--- config.mk ---
export PLATFORM = sky130hd
export DESIGN_NAME = scx_serial
export DESIGN_NICKNAME = d
export VERILOG_FILES = /design/src/common/scx_pkg.sv /design/src/hw/scx_serial.sv /design/src/hw/scx_rt_tick.sv /design/src/hw/scx_fifo.sv
export VERILOG_INCLUDE_DIRS = /design/src /design/src/common
export SDC_FILE = /design/constraint.sdc
export NUM_CORES = 1
export LEC_CHECK = 0
export BUFFER_PORTS_ARGS = -buffer_cell sky130_fd_sc_hd__buf_4
export CAP_MARGIN = 20
export CORE_MARGIN = 4
export CORE_UTILIZATION = 47
export DETAILED_ROUTE_END_ITERATION = 8
export SETUP_SLACK_MARGIN = 0.5
export SYNTH_ARGS = -nofsm -noshare
export SYNTH_HDL_FRONTEND = slang
export SYNTH_SLANG_ARGS = --single-unit
--- constraint.sdc ---
create_clock -name mclk_in -period 4.3 [get_ports mclk_in]
set_input_delay 0.645 -clock mclk_in [delete_from_list [all_inputs] [get_ports mclk_in]]
set_output_delay 0.645 -clock mclk_in [all_outputs]
set_load 0.03 [all_outputs]
--- src/common/scx_cfg.svh ---
// Constants of the serial character transmitter and receiver
// Function
// - Transmitter sends 8 or 9 bit characters; ninth bit comes from tx_ninth_bit.
// - A transmission starts with an all-ones preamble, then the buffered word loads.
// - Each frame has a 0 start bit first and a 1 stop bit last.
// - tx_empty_flag sets when buffer hands over; interrupt when enabled.
// - Output rests at logic 1, before inversion, when nothing is shifted.
// - Clearing serial_unit_enable releases both pins to port control.
// - send_break loads an all-zero break, length by nine_bit_select and break_len_ext.
// - Breaks repeat while send_break holds; afterwards at least one 1 bit follows.
// - Without break_len_ext a break is 10 or 11 consecutive zeros.
// - With break_len_ext a break is 11 or 12 consecutive zeros.
// - A break sets framing, full and break flags and clears data and ninth bit.
// - An idle character is all ones, length by nine_bit_select; preamble is one.
// - Dropping tx_enable finishes the current character, then idles the output.
// - Dropping and raising tx_enable mid-character queues one idle character.
// - tx_invert inverts every transmitted level, idle, break, start and stop.
// - tx_done_flag sets when shifter and buffer are empty and nothing generated.
// - Receiver takes 8 or 9 bits; rx_ninth_bit is bit 8, or bit 7.
// - A complete character moves to the read buffer and sets rx_full_flag.
// - One data address: write buffer to transmitter, read buffer from receiver.
// - Receiver samples its input at sixteen times the baud rate.
// - Bit value is majority of ticks 8, 9, 10; disagreement sets noise_flag.
// - framing_flag sets with rx_full_flag when the stop position holds no 1.
`ifndef SCX_CFG_SVH
`define SCX_CFG_SVH
// ------------------------------------------------------------
// Timing
// ------------------------------------------------------------
`define SCX_CLK_HZ      125000000
`define SCX_BAUD_HZ     9600
`define SCX_RT_PER_BIT  16
`define SCX_RT_DIV      (`SCX_CLK_HZ / (`SCX_BAUD_HZ * `SCX_RT_PER_BIT))
`define SCX_FIFO_DEPTH  16
// ------------------------------------------------------------
// Frame layout
// ------------------------------------------------------------
`define SCX_BITS_8      4'h0A
`define SCX_RT_VERIFY   4'h7
`define SCX_RT_SAMPLE   4'hA
`define SCX_RT_LAST     4'hF
`endif

--- src/common/scx_pkg.sv ---
// Types of the serial character transmitter and receiver
`default_nettype none
package scx_pkg;
  typedef enum logic [2:0] {
    SCX_TX_IDLE, SCX_TX_PREAMBLE, SCX_TX_DATA, SCX_TX_BREAK, SCX_TX_MARK, SCX_TX_IDLECH
  } scx_tx_state_type;
  typedef enum logic [1:0] {
    SCX_RX_HUNT, SCX_RX_START, SCX_RX_BITS
  } scx_rx_state_type;
endpackage : scx_pkg
`default_nettype wire

--- src/hw/scx_serial.sv ---
// Serial character transmitter and receiver
`timescale 1ns/1ps
`default_nettype none
`include "scx_cfg.svh"
module scx_serial
  import scx_pkg::*;
#(
  parameter int RT_DIV     = `SCX_RT_DIV,
  parameter int FIFO_DEPTH = `SCX_FIFO_DEPTH
) (
  input  wire logic       mclk_in,
  input  wire logic       reset_in,
  input  wire logic       serial_unit_enable_in,
  input  wire logic       tx_enable_in,
  input  wire logic       nine_bit_select_in,
  input  wire logic       tx_invert_in,
  input  wire logic       send_break_in,
  input  wire logic       break_len_ext_in,
  input  wire logic       tx_ninth_bit_in,
  input  wire logic       tx_empty_irq_en_in,
  input  wire logic       tx_done_irq_en_in,
  input  wire logic       rx_full_irq_en_in,
  input  wire logic [7:0] tx_data_in,
  input  wire logic       tx_data_valid_in,
  output var  logic       tx_data_ready_out,
  input  wire logic       stat_one_read_in,
  input  wire logic       data_read_in,
  input  wire logic       rxd_in,
  output var  logic       txd_out,
  output var  logic       txd_oe_n_out,
  output var  logic       pins_owned_out,
  output var  logic [7:0] rx_data_out,
  output var  logic       rx_ninth_bit_out,
  output var  logic       tx_empty_flag_out,
  output var  logic       tx_done_flag_out,
  output var  logic       rx_full_flag_out,
  output var  logic       framing_flag_out,
  output var  logic       noise_flag_out,
  output var  logic       overrun_flag_out,
  output var  logic       break_flag_out,
  output var  logic       rx_active_flag_out,
  output var  logic       tx_irq_out,
  output var  logic       rx_irq_out
);
  // ------------------------------------------------------------
  // Tick, FIFO and data buffer
  // ------------------------------------------------------------
  logic             rt_tick;
  logic             en;
  logic [8:0]       fifo_data;
  logic             fifo_valid;
  logic [8:0]       buf_reg;
  logic             buf_full_reg;
  logic             fifo_ready_out;
  scx_tx_state_type tx_state_reg;
  logic [11:0]      tx_shift_reg;
  logic [3:0]       tx_left_reg;
  logic [3:0]       tx_rt_reg;
  logic             tx_bit_tick;
  logic             tx_last;
  logic             preamble_done_reg;
  logic             te_prev_reg;
  logic             te_dropped_reg;
  logic             idle_queued_reg;
  logic             load_data;

  assign en = serial_unit_enable_in;

  scx_rt_tick #(.DIV(RT_DIV)) u_tick (
    .mclk_in  (mclk_in),
    .reset_in (reset_in),
    .run_in   (en),
    .tick_out (rt_tick)
  );

  // Data written by software is queued ahead of the data buffer
  scx_fifo #(.WIDTH(9), .DEPTH(FIFO_DEPTH)) u_fifo (
    .mclk_in      (mclk_in),
    .reset_in     (reset_in),
    .wr_data_in   ({tx_ninth_bit_in, tx_data_in}),
    .wr_valid_in  (tx_data_valid_in),
    .wr_ready_out (fifo_ready_out),
    .rd_data_out  (fifo_data),
    .rd_valid_out (fifo_valid),
    .rd_ready_in  (!buf_full_reg)
  );
  assign tx_data_ready_out = fifo_ready_out;

  // Write-side data buffer feeding the shifter
  always_ff @(posedge mclk_in) begin
    if (reset_in) begin
      buf_full_reg <= 1'b0;
      buf_reg      <= 9'h000;
    end else if (load_data) begin
      buf_full_reg <= 1'b0;
    end else if (!buf_full_reg && fifo_valid) begin
      buf_full_reg <= 1'b1;
      buf_reg      <= fifo_data;
    end
  end

  // ------------------------------------------------------------
  // Transmitter
  // ------------------------------------------------------------
  assign tx_bit_tick = rt_tick && (tx_rt_reg == `SCX_RT_LAST);
  assign tx_last     = (tx_state_reg == SCX_TX_IDLE) || (tx_left_reg == 4'h1);
  assign load_data   = tx_bit_tick && tx_last && !send_break_in && tx_state_reg != SCX_TX_BREAK
                       && !idle_queued_reg && tx_enable_in && buf_full_reg && preamble_done_reg;

  // Bit timing of the transmitter
  always_ff @(posedge mclk_in) begin
    if (reset_in || !en) begin
      tx_rt_reg <= 4'h0;
    end else if (rt_tick) begin
      tx_rt_reg <= tx_rt_reg + 4'h1;
    end
  end

  // Enable edge tracking for queued idle
  always_ff @(posedge mclk_in) begin
    if (reset_in || !en) begin
      te_prev_reg     <= 1'b0;
      te_dropped_reg  <= 1'b0;
      idle_queued_reg <= 1'b0;
    end else begin
      te_prev_reg <= tx_enable_in;
      if (tx_state_reg == SCX_TX_IDLE) begin
        te_dropped_reg <= 1'b0;
      end else if (te_prev_reg && !tx_enable_in) begin
        te_dropped_reg <= 1'b1;
      end
      if (tx_state_reg == SCX_TX_IDLECH) begin
        idle_queued_reg <= 1'b0;
      end else if (te_dropped_reg && !te_prev_reg && tx_enable_in) begin
        idle_queued_reg <= 1'b1;
      end
    end
  end

  // Character sequencer: break, mark, queued idle, preamble, data
  always_ff @(posedge mclk_in) begin
    if (reset_in || !en) begin
      tx_state_reg      <= SCX_TX_IDLE;
      tx_shift_reg      <= 12'hFFF;
      tx_left_reg       <= 4'h0;
      preamble_done_reg <= 1'b0;
    end else begin
      if (!tx_enable_in) preamble_done_reg <= 1'b0;
      if (tx_bit_tick && !tx_last) begin
        tx_shift_reg <= {1'b1, tx_shift_reg[11:1]};
        tx_left_reg  <= tx_left_reg - 4'h1;
      end else if (tx_bit_tick) begin
        if (send_break_in) begin
          tx_state_reg <= SCX_TX_BREAK;
          tx_shift_reg <= 12'h000;
          tx_left_reg  <= `SCX_BITS_8 + 4'(nine_bit_select_in) + 4'(break_len_ext_in);
        end else if (tx_state_reg == SCX_TX_BREAK) begin
          tx_state_reg <= SCX_TX_MARK;
          tx_shift_reg <= 12'hFFF;
          tx_left_reg  <= 4'h1;
        end else if (idle_queued_reg) begin
          tx_state_reg      <= SCX_TX_IDLECH;
          tx_shift_reg      <= 12'hFFF;
          tx_left_reg       <= `SCX_BITS_8 + 4'(nine_bit_select_in);
          preamble_done_reg <= 1'b1; // Queued idle stands in for the preamble
        end else if (tx_enable_in && buf_full_reg && !preamble_done_reg) begin
          tx_state_reg      <= SCX_TX_PREAMBLE;
          tx_shift_reg      <= 12'hFFF;
          tx_left_reg       <= `SCX_BITS_8 + 4'(nine_bit_select_in);
          preamble_done_reg <= 1'b1;
        end else if (load_data) begin
          tx_state_reg <= SCX_TX_DATA;
          tx_shift_reg <= nine_bit_select_in ? {2'b11, buf_reg, 1'b0} : {3'b111, buf_reg[7:0], 1'b0};
          tx_left_reg  <= `SCX_BITS_8 + 4'(nine_bit_select_in);
        end else begin
          tx_state_reg <= SCX_TX_IDLE;
          tx_shift_reg <= 12'hFFF;
          tx_left_reg  <= 4'h0;
        end
      end
    end
  end

  // Pin drive, inversion and release
  always_ff @(posedge mclk_in) begin
    if (reset_in) begin
      txd_out        <= 1'b1;
      txd_oe_n_out   <= 1'b1;
      pins_owned_out <= 1'b0;
    end else begin
      txd_out        <= tx_shift_reg[0] ^ tx_invert_in;
      txd_oe_n_out   <= !(en && tx_enable_in || en && tx_state_reg != SCX_TX_IDLE);
      pins_owned_out <= en;
    end
  end

  // Transmit flags and request
  always_ff @(posedge mclk_in) begin
    if (reset_in) begin
      tx_empty_flag_out <= 1'b1;
      tx_done_flag_out  <= 1'b1;
      tx_irq_out        <= 1'b0;
    end else begin
      tx_empty_flag_out <= !buf_full_reg;
      tx_done_flag_out  <= !buf_full_reg && !fifo_valid && tx_state_reg == SCX_TX_IDLE;
      tx_irq_out        <= (!buf_full_reg && tx_empty_irq_en_in)
                           || (tx_done_flag_out && tx_done_irq_en_in);
    end
  end

  // ------------------------------------------------------------
  // Receiver
  // ------------------------------------------------------------
  logic             rx_s1_reg;
  logic             rx_s2_reg;
  logic [2:0]       hist_reg;
  scx_rx_state_type rx_state_reg;
  logic [3:0]       rx_rt_reg;
  logic [3:0]       rx_idx_reg;
  logic [1:0]       smp_reg;
  logic [9:0]       rx_shift_reg;
  logic             all_zero_reg;
  logic             ext_reg;
  logic             noise_acc_reg;
  logic             maj;
  logic             disagree;
  logic             stop_pos;
  logic             done;
  logic             is_break;
  logic             armed_reg;

  assign maj      = (smp_reg[1] & smp_reg[0]) | (smp_reg[1] & rx_s2_reg) | (smp_reg[0] & rx_s2_reg);
  assign disagree = !((smp_reg == 2'b11 && rx_s2_reg) || (smp_reg == 2'b00 && !rx_s2_reg));
  assign stop_pos = (rx_idx_reg == (`SCX_BITS_8 - 4'h1 + 4'(nine_bit_select_in) + 4'(ext_reg)));
  assign done     = rt_tick && rx_state_reg == SCX_RX_BITS && rx_rt_reg == `SCX_RT_SAMPLE && stop_pos
                    && !(break_len_ext_in && !ext_reg && all_zero_reg && !maj);
  assign is_break = all_zero_reg && !maj;

  // Two-stage input synchroniser
  always_ff @(posedge mclk_in) begin
    if (reset_in) begin
      rx_s1_reg <= 1'b1;
      rx_s2_reg <= 1'b1;
    end else begin
      rx_s1_reg <= rxd_in;
      rx_s2_reg <= rx_s1_reg;
    end
  end

  // Start search, verification and bit sampling at 16x
  always_ff @(posedge mclk_in) begin
    if (reset_in || !en) begin
      rx_state_reg  <= SCX_RX_HUNT;
      hist_reg      <= 3'b000;
      rx_rt_reg     <= 4'h0;
      rx_idx_reg    <= 4'h0;
      smp_reg       <= 2'b00;
      rx_shift_reg  <= 10'h000;
      all_zero_reg  <= 1'b1;
      ext_reg       <= 1'b0;
      noise_acc_reg <= 1'b0;
    end else if (rt_tick) begin
      hist_reg  <= {hist_reg[1:0], rx_s2_reg};
      rx_rt_reg <= rx_rt_reg + 4'h1;
      case (rx_state_reg)
        SCX_RX_HUNT: begin
          if (hist_reg == 3'b111 && !rx_s2_reg) begin
            rx_state_reg  <= SCX_RX_START;
            rx_rt_reg     <= 4'h2;
            rx_idx_reg    <= 4'h0;
            all_zero_reg  <= 1'b1;
            ext_reg       <= 1'b0;
            noise_acc_reg <= 1'b0;
          end
        end
        SCX_RX_START: begin
          if (rx_rt_reg == 4'h3 || rx_rt_reg == 4'h5) smp_reg <= {smp_reg[0], rx_s2_reg};
          if (rx_rt_reg == `SCX_RT_VERIFY) begin
            if (maj) begin
              rx_state_reg <= SCX_RX_HUNT;
            end else begin
              rx_state_reg  <= SCX_RX_BITS;
              noise_acc_reg <= disagree;
            end
          end
        end
        SCX_RX_BITS: begin
          if (rx_rt_reg == 4'h8 || rx_rt_reg == 4'h9) smp_reg <= {smp_reg[0], rx_s2_reg};
          if (rx_rt_reg == `SCX_RT_SAMPLE) begin
            noise_acc_reg <= noise_acc_reg | disagree;
            if (rx_idx_reg != 4'h0 && !stop_pos) begin // Stop positions stay out of the data
              rx_shift_reg <= {maj, rx_shift_reg[9:1]};
              if (maj) all_zero_reg <= 1'b0;
            end
            if (done) begin
              rx_state_reg <= SCX_RX_HUNT;
            end else if (stop_pos) begin
              ext_reg <= 1'b1;
            end
          end
          if (rx_rt_reg == `SCX_RT_LAST) rx_idx_reg <= rx_idx_reg + 4'h1;
        end
        default: rx_state_reg <= SCX_RX_HUNT;
      endcase
    end
  end

  // Read buffer, flags and their clearing sequence
  always_ff @(posedge mclk_in) begin
    if (reset_in) begin
      rx_data_out        <= 8'h00;
      rx_ninth_bit_out   <= 1'b0;
      rx_full_flag_out   <= 1'b0;
      framing_flag_out   <= 1'b0;
      noise_flag_out     <= 1'b0;
      overrun_flag_out   <= 1'b0;
      break_flag_out     <= 1'b0;
      armed_reg          <= 1'b0;
      rx_active_flag_out <= 1'b0;
      rx_irq_out         <= 1'b0;
    end else begin
      rx_active_flag_out <= (rx_state_reg != SCX_RX_HUNT);
      rx_irq_out         <= rx_full_flag_out && rx_full_irq_en_in;
      if (stat_one_read_in && rx_full_flag_out) armed_reg <= 1'b1;
      if (done) begin
        rx_full_flag_out <= 1'b1;
        framing_flag_out <= !maj || ext_reg;
        noise_flag_out   <= noise_acc_reg | disagree;
        overrun_flag_out <= rx_full_flag_out;
        break_flag_out   <= is_break;
        armed_reg        <= 1'b0;
        if (!rx_full_flag_out) begin
          if (is_break) begin
            rx_data_out      <= 8'h00;
            rx_ninth_bit_out <= 1'b0;
          end else if (nine_bit_select_in) begin
            rx_data_out      <= rx_shift_reg[8:1];
            rx_ninth_bit_out <= rx_shift_reg[9];
          end else begin
            rx_data_out      <= rx_shift_reg[9:2];
            rx_ninth_bit_out <= rx_shift_reg[9];
          end
        end
      end else if (data_read_in && armed_reg) begin
        rx_full_flag_out <= 1'b0;
        framing_flag_out <= 1'b0;
        noise_flag_out   <= 1'b0;
        overrun_flag_out <= 1'b0;
        break_flag_out   <= 1'b0;
        armed_reg        <= 1'b0;
      end
    end
  end

  // ------------------------------------------------------------
  // Assertions
  // ------------------------------------------------------------
  property p_idle_level;
    @(posedge mclk_in) disable iff (reset_in)
    $past(tx_state_reg == SCX_TX_IDLE && en) |-> txd_out == !$past(tx_invert_in);
  endproperty
  a_idle_level: assert property (p_idle_level) else $error("idle level wrong");

  property p_break_zero;
    @(posedge mclk_in) disable iff (reset_in)
    (tx_state_reg == SCX_TX_BREAK && !tx_invert_in) ##1 (!tx_invert_in) |-> !txd_out;
  endproperty
  a_break_zero: assert property (p_break_zero) else $error("break not low");

  property p_mark_after_break;
    @(posedge mclk_in) disable iff (reset_in || !en)
    (tx_state_reg == SCX_TX_BREAK) ##1 (tx_state_reg != SCX_TX_BREAK) |-> tx_state_reg == SCX_TX_MARK;
  endproperty
  a_mark_after_break: assert property (p_mark_after_break) else $error("no mark after break");

  property p_preamble_first;
    @(posedge mclk_in) disable iff (reset_in || !en)
    $rose(tx_state_reg == SCX_TX_DATA) |-> $past(preamble_done_reg);
  endproperty
  a_preamble_first: assert property (p_preamble_first) else $error("data without preamble");

  property p_start_bit;
    @(posedge mclk_in) disable iff (reset_in || !en)
    $rose(tx_state_reg == SCX_TX_DATA) |-> !tx_shift_reg[0];
  endproperty
  a_start_bit: assert property (p_start_bit) else $error("start bit not zero");

  property p_empty_on_load;
    @(posedge mclk_in) disable iff (reset_in)
    load_data |-> ##2 tx_empty_flag_out;
  endproperty
  a_empty_on_load: assert property (p_empty_on_load) else $error("empty flag late");

  property p_release;
    @(posedge mclk_in) disable iff (reset_in)
    !en ##1 !en |-> txd_oe_n_out && !pins_owned_out;
  endproperty
  a_release: assert property (p_release) else $error("pins not released");

  property p_fe_with_full;
    @(posedge mclk_in) disable iff (reset_in)
    $rose(framing_flag_out) |-> $rose(rx_full_flag_out) || $past(rx_full_flag_out);
  endproperty
  a_fe_with_full: assert property (p_fe_with_full) else $error("framing without full");

  property p_break_clears;
    @(posedge mclk_in) disable iff (reset_in)
    $rose(break_flag_out) && !$past(rx_full_flag_out) |-> rx_data_out == 8'h00 && framing_flag_out;
  endproperty
  a_break_clears: assert property (p_break_clears) else $error("break effects missing");

  property p_done_idle;
    @(posedge mclk_in) disable iff (reset_in)
    tx_done_flag_out |-> $past(tx_state_reg == SCX_TX_IDLE && !buf_full_reg);
  endproperty
  a_done_idle: assert property (p_done_idle) else $error("done while busy");

  c_data_sent:  cover property (@(posedge mclk_in) disable iff (reset_in) load_data);
  c_break_rx:   cover property (@(posedge mclk_in) disable iff (reset_in) $rose(break_flag_out));
  c_rx_char:    cover property (@(posedge mclk_in) disable iff (reset_in) done && !is_break);
  c_idle_queue: cover property (@(posedge mclk_in) disable iff (reset_in) tx_state_reg == SCX_TX_IDLECH);
endmodule : scx_serial
`default_nettype wire

--- src/hw/scx_rt_tick.sv ---
// Sixteen-times-baud tick divider
`timescale 1ns/1ps
`default_nettype none
module scx_rt_tick
  import scx_pkg::*;
#(
  parameter int DIV = 813
) (
  input  wire logic mclk_in,
  input  wire logic reset_in,
  input  wire logic run_in,
  output var  logic tick_out
);
  logic [15:0] cnt_reg;

  // Free divider, held while the unit is off
  always_ff @(posedge mclk_in) begin
    if (reset_in || !run_in) begin
      cnt_reg  <= 16'h0000;
      tick_out <= 1'b0;
    end else if (cnt_reg == 16'(DIV - 1)) begin
      cnt_reg  <= 16'h0000;
      tick_out <= 1'b1;
    end else begin
      cnt_reg  <= cnt_reg + 16'h0001;
      tick_out <= 1'b0;
    end
  end
endmodule : scx_rt_tick
`default_nettype wire

--- src/hw/scx_fifo.sv ---
// Transmit data FIFO with valid and ready on both sides
`timescale 1ns/1ps
`default_nettype none
module scx_fifo
  import scx_pkg::*;
#(
  parameter int WIDTH = 9,
  parameter int DEPTH = 16
) (
  input  wire logic             mclk_in,
  input  wire logic             reset_in,
  input  wire logic [WIDTH-1:0] wr_data_in,
  input  wire logic             wr_valid_in,
  output var  logic             wr_ready_out,
  output var  logic [WIDTH-1:0] rd_data_out,
  output var  logic             rd_valid_out,
  input  wire logic             rd_ready_in
);
  localparam int AW = $clog2(DEPTH);
  logic [WIDTH-1:0] mem_reg [DEPTH];
  logic [AW-1:0]    wr_ptr_reg;
  logic [AW-1:0]    rd_ptr_reg;
  logic [AW:0]      count_reg;
  logic             push;
  logic             pop;
  logic [AW:0]      count_next;

  assign push         = wr_valid_in && wr_ready_out;
  assign pop          = rd_valid_out && rd_ready_in;
  assign count_next   = count_reg + (AW+1)'(push) - (AW+1)'(pop);
  assign rd_valid_out = (count_reg != '0);
  assign rd_data_out  = mem_reg[rd_ptr_reg];

  // Storage
  always_ff @(posedge mclk_in) begin
    if (push) begin
      mem_reg[wr_ptr_reg] <= wr_data_in;
    end
  end

  // Pointers, fill level and registered ready from the next level
  always_ff @(posedge mclk_in) begin
    if (reset_in) begin
      wr_ptr_reg   <= '0;
      rd_ptr_reg   <= '0;
      count_reg    <= '0;
      wr_ready_out <= 1'b1;
    end else begin
      if (push) wr_ptr_reg <= (wr_ptr_reg == AW'(DEPTH - 1)) ? '0 : wr_ptr_reg + 1'b1;
      if (pop)  rd_ptr_reg <= (rd_ptr_reg == AW'(DEPTH - 1)) ? '0 : rd_ptr_reg + 1'b1;
      count_reg    <= count_next;
      wr_ready_out <= (count_next != (AW+1)'(DEPTH));
    end
  end
endmodule : scx_fifo
`default_nettype wire

# After elaboration in Yosys (flattened, before gate mapping)
# Memory sizes are Yosys's and may differ from the RTL's. A register that Yosys moved wholly into a read port is not among the register bits.
# Cells that the tools add are included.
[classes]
n_mux = 69
eq_ne = 33
reduce_logical = 89
n_bitwise = 10
addsub = 13
[ops]
columns = ["op", "count"]
rows = [
  ["4-bit 2-to-1 mux", 13],
  ["10-bit 2-to-1 mux", 5],
  ["1-bit logical AND", 37],
  ["4-bit equality test (second input constant)", 7],
  ["1-bit 2-to-1 mux", 28],
  ["11-bit 2-to-1 mux", 2],
  ["4-bit by 1-bit adder with 4-bit output (second input constant)", 5],
  ["2-bit 2-to-1 mux", 9],
  ["6-bit AND reduction", 3],
  ["16-bit by 1-bit adder with 16-bit output (second input constant)", 1],
  ["16-bit by 10-bit equality test with 1-bit output (second input constant)", 1],
  ["1-bit logical NOT", 16],
  ["8-bit 2-to-1 mux", 2],
  ["2-bit != test (second input constant)", 8],
  ["12-bit 2-to-1 mux", 1],
  ["4-bit AND reduction", 3],
  ["2-bit nonzero test", 5],
  ["2-bit OR reduction", 5],
  ["3-bit 2-to-1 mux", 3],
  ["4-bit by 1-bit adder with 4-bit output", 2],
  ["4-bit by 1-bit adder with 4-bit output (first input constant)", 2],
  ["4-bit by 3-bit equality test with 1-bit output (second input constant)", 2],
  ["1-bit logical OR", 8],
  ["2-bit by 1-bit != test with 1-bit output (second input constant)", 4],
  ["29 further kinds", 42],
]
[totals]
mem_count = 1
ram_bits = 144
out_inout_bits = 23
input_bits = 24
reg_bits = 112
elab_cells = 258
[memory_table]
columns = ["name", "depth", "word_bits", "rd", "rd_clocked_by_memory_dff", "wr", "line", "source"]
rows = [
  ["u_fifo.mem_reg", 16, 9, 1, 1, 1, "scx_fifo.sv:20", "logic [WIDTH-1:0] mem_reg [DEPTH];"],
]

# Depth between registers and ports, before layout
[logic_depth]
word_depth = 16
ltp_mapped = 15
depth_no_buf = 13

# By module
# Synthesis repeated with hierarchy kept, for this count alone.
[hier_totals]
hier_cells = 890
hier_area_um2 = 11305.8
[modules_own_cells]
columns = ["module", "instances", "seq_area_each_um2", "cells_each", "area_each_um2"]
rows = [
  ["scx_fifo", 1, 4684.5, 336, 6470.0],
  ["scx_serial", 1, 1781.7, 467, 4006.3],
  ["scx_rt_tick", 1, 340.3, 87, 829.5],
]

# Worst setup path after synthesis
# OpenSTA, ideal clock, no wires.
[synth_path]
kind = "flip-flop to flip-flop"
from = "register u_fifo.count_reg[3]"
to = "register u_fifo.wr_ready_out"
setup_time_ps = 132
stages_incl_launch_ff = 16
arrival_ps = 3283
t_required_ps = 4168
slack_ps = 885
cell_sequence = "dfxtp_1 -> inv_1 -> ha_1 -> or4b_2 -> nor2b_1 -> clkbuf_1 -> buf_2 -> ha_1 -> inv_1 -> ha_1 -> fa_1 -> a21oi_1 -> nor2_1 -> or3_1 -> a21oi_1 -> nand4_1"
[synth_between]
elab_chain_len = 4
[synth_lines]
columns = ["item", "line", "source"]
rows = [
  ["start: declaration", "scx_fifo.sv:23", "logic [AW:0] count_reg;"],
  ["start signal: assignment", "scx_fifo.sv:51", "count_reg <= count_next;"],
  ["5-bit nonzero test", "scx_fifo.sv:31", "assign rd_valid_out = (count_reg != '0);"],
  ["1-bit logical AND", "scx_fifo.sv:29", "assign pop = rd_valid_out && rd_ready_in;"],
  ["named net u_fifo.pop", "scx_fifo.sv:25", "logic pop;"],
  ["5-bit by 1-bit subtractor with 5-bit output", "scx_fifo.sv:30", "assign count_next = count_reg + (AW+1)'(push) - (AW+1)'(pop);"],
  ["5-bit != test", "scx_fifo.sv:52", "wr_ready_out <= (count_next != (AW+1)'(DEPTH));"],
  ["end signal: assignment", "scx_fifo.sv:52", ""],
  ["end: declaration", "scx_fifo.sv:14", "output var logic wr_ready_out,"],
]
# The timed path passes the listed nets, and every way through them passes these cells.
# A chain may end at the register's enable or synchronous reset.

# Worst setup path in the final report
[layout_path]
from = "register u_fifo.count_reg[2]"
to = "register u_fifo.wr_ready_out"
[layout_between]
elab_chain_len = 4
[layout_lines]
columns = ["item", "line"]
rows = [
  ["branches (longest 2 deep; another with 5-bit by 1-bit adder with 5-bit output)", "-"],
  ["5-bit by 1-bit subtractor with 5-bit output *", "scx_fifo.sv:30"],
  ["5-bit != test *", "scx_fifo.sv:52"],
]
# Every way passes the cells marked *.

==> results.yml <==
drt:
  wire_per_inst_um: 18.1
  num_vias: 6808
  wl_um: 22600
  firstDrtPassIters: 5
  final_antenna_net_count: 0
  drt-initial-drc-count: 494
  route.detailed.vias_per_inst: 5.46
  drc: 0
clock_network:
  clk_pin_slew_ns: 0.06
  cts_tree: "yes"
  clkSinkCount: 264
  cts_max_path_buffers: 3
  cts_buffers: 28
  cts_root_buf: "clkbuf_16"
  cts.hold.buffers_added: 0
  htree_levels: 1
  post-cts-setup-buffers: 0
  post_cts_resized: 0
  clk_latency_ns: 0.54
yosys:
  synth_warnings: 0
  synth_nets: 918
  synth_edf_count: 144
  syn_inst: 866
  synth_area_um2: 11000
  ys_seq_area_share_pct: 61.4
  synth-seq-cells: 264
  async_flop_share_pct: 0
  avgSynthCellArea_um2: 12.6
  synth_top_flop_cell: "edfxtp_1"
  synth_cell_types: 66
floorplanning:
  start_util_pct: 48.1
  io_pins: 47
  fp.dieW_um: 161
  dieArea_um2: 25800
  die_h_um: 161
  std_cell_rows: 55
  core_area_um2: 22800
timing:
  setup_viol: 0
  min_period_over_period_pct: 80.9
  fin_skew_ns: 0.0260
  final_hold_viol_count: 0
  fmax_mhz: 288
  max_slew_margin_pct: 27.5
  setup_total_negative_slack_ns: 0
  fin_crit_ns: 3.48
  worst_pin_slew_ns: 1.08
  slew_violations: 0
  rsz0062_at_grt: "false"
  whs_ns: 0.297
worst_setup_path:
  cp-start-kind: "register"
  endpoint_kind: "register"
  r2r_slack_ns: 0.82
  critPathMaxFanout: 14
  critical_path_class: "reg -> reg"
  required_ns: 4.70
  cp.arrival_ns: 3.88
placed_design:
  gp_congestion: 0.779
  place_inst: 1195
  post_dp_cell_area_um2: 11600
  port-buffer-count: 46
  place_hpwl_um: 15100
final_layout:
  fin_cells: 1247
  area_growth_pct: 14.9
  antenna_cells: 0
  nets: 965
  final_common_cell: "edfxtp_1"
  fillCellCount: 1898
  largest_reg_flops: 144
  drive_gt1_share_pct: 16.9
  stdcell_area_um2: 12600
  seq_area_um2: 6730
  multi_input_area_um2: 3950
  layout_common_cells: "144 x edfxtp_1, 119 x dfxtp_1, 97 x nor2_1"
power:
  ir_drop_mv: 0.405
  power_leakage_nw: 4.47
  power_density_nw_per_um2: 507
  power_mw: 6.37
run_status:
  status: "finished clean"
worst_hold_path:
  hp-class: "in -> reg"
job:
  drv_cap: 0
grt:
  grt_pass1_wl_um: 37100
  grt_usage_pct: 17.6
  grt_max_degree: 48
  grt_pass1_vias: 7059
  gr-total-overflow: 0
  antenna_found_initial: 0
-- synth_stat cells, types with 4 or more instances --
cell      number  area, um2
a211oi_1       4       30.0
a21o_1         4       30.0
a21oi_1       39        195
a22oi_1       20        150
and3_1         8       50.1
buf_1          7       26.3
buf_2          6       30.0
clkbuf_1      27        101
dfxtp_1      120       2400
edfxtp_1     144       4320
ha_1          27        338
inv_1         28        105
mux2i_1       39        390
mux4_2        36        811
nand2_1       66        248
nand2b_1       9       56.3
nand3_1       22        110
nand4_1       17        106
nor2_1        97        364
nor2b_1        7       43.8
nor3_1        16       80.1
o21ai_0       25        125
o31ai_1        4       30.0
or3_1          8       50.1
or3_2          5       37.5
xnor2_1       13        114
xor2_1        14        123
-- where the power goes --
group / total, mW / switching (mW) / internal, mW
registers: 2.88 / 0.115 / 2.77
logic: 1.03 / 0.517 / 0.510
clock network: 2.46 / 0.925 / 1.53
total: 6.37 / 1.56 / 4.81
-- critical path, cell delays in order (launching register included) --
cell,delay [ns]
dfxtp_1,0.31
inv_1,0.08
ha_1,0.13
or4b_2,0.59
nor2b_1,0.15
buf_4,0.21
ha_1,0.29
inv_1,0.04
ha_1,0.22
fa_1,0.43
a21oi_1,0.15
nor2_1,0.07
or3_1,0.34
a21oi_1,0.20
nand4_1,0.12
-- layer usage --
metal / vias to the layer above / wire, um / track usage (%) / share of wire, %
met5: - / 0 / 0 / 0
met4: 0 / 600 / 4.89 / 2.7
met3: 43 / 966 / 2.80 / 4.3
met2: 148 / 11200 / 30.3 / 50
met1: 3342 / 9790 / 23.1 / 43
li1: 3275 / - / - / -
-- final timing paths --
kind | startpoint | endpoint | cells past startpoint
max | u_fifo.count_reg[2]$_SDFF_PP0_ | u_fifo.wr_ready_out$_SDFF_PP1_ | 14
min | rxd_in | rx_s1_reg$_SDFF_PP1_ | 2
max reg2reg | u_fifo.count_reg[2]$_SDFF_PP0_ | u_fifo.wr_ready_out$_SDFF_PP1_ | 14
min reg2reg | rx_s1_reg$_SDFF_PP1_ | rx_s2_reg$_SDFF_PP1_ | 1
-- metrics by stage --
stage | util (%) | worst slack (ns)
detailed placement | 51.0 | 0.807
CTS | 55.2 | 0.807
finish | 55.2 | 0.822
floorplan | - | 0.885
global placement | 50.9 | 0.952
global route | 55.2 | 0.580
-- cell type report --
type                       instances  share of cell area, %
sequential                       264                   53.5
multi-input combinational        532                   31.4
clock buffer                      40                   6.42
timing repair buffer              59                   3.58
tap                              313                   3.11
clock inverter                    11                   1.20
inverter                          28                  0.836
-- kinds of logic after synthesis --
logic type | after synthesis | share of synthesized area (%)
DFF | 264 | 61.4
xor gates and xnor gates | 27 | 2.16
muxes | 76 | 11.1
AOI/OAI and AO/OA | 118 | 6.90
buffers and inverters | 70 | 2.64
and+or+nand+nor | 282 | 12.4
adders and majority gates | 29 | 3.37
(Power assumes the default switching activity.)
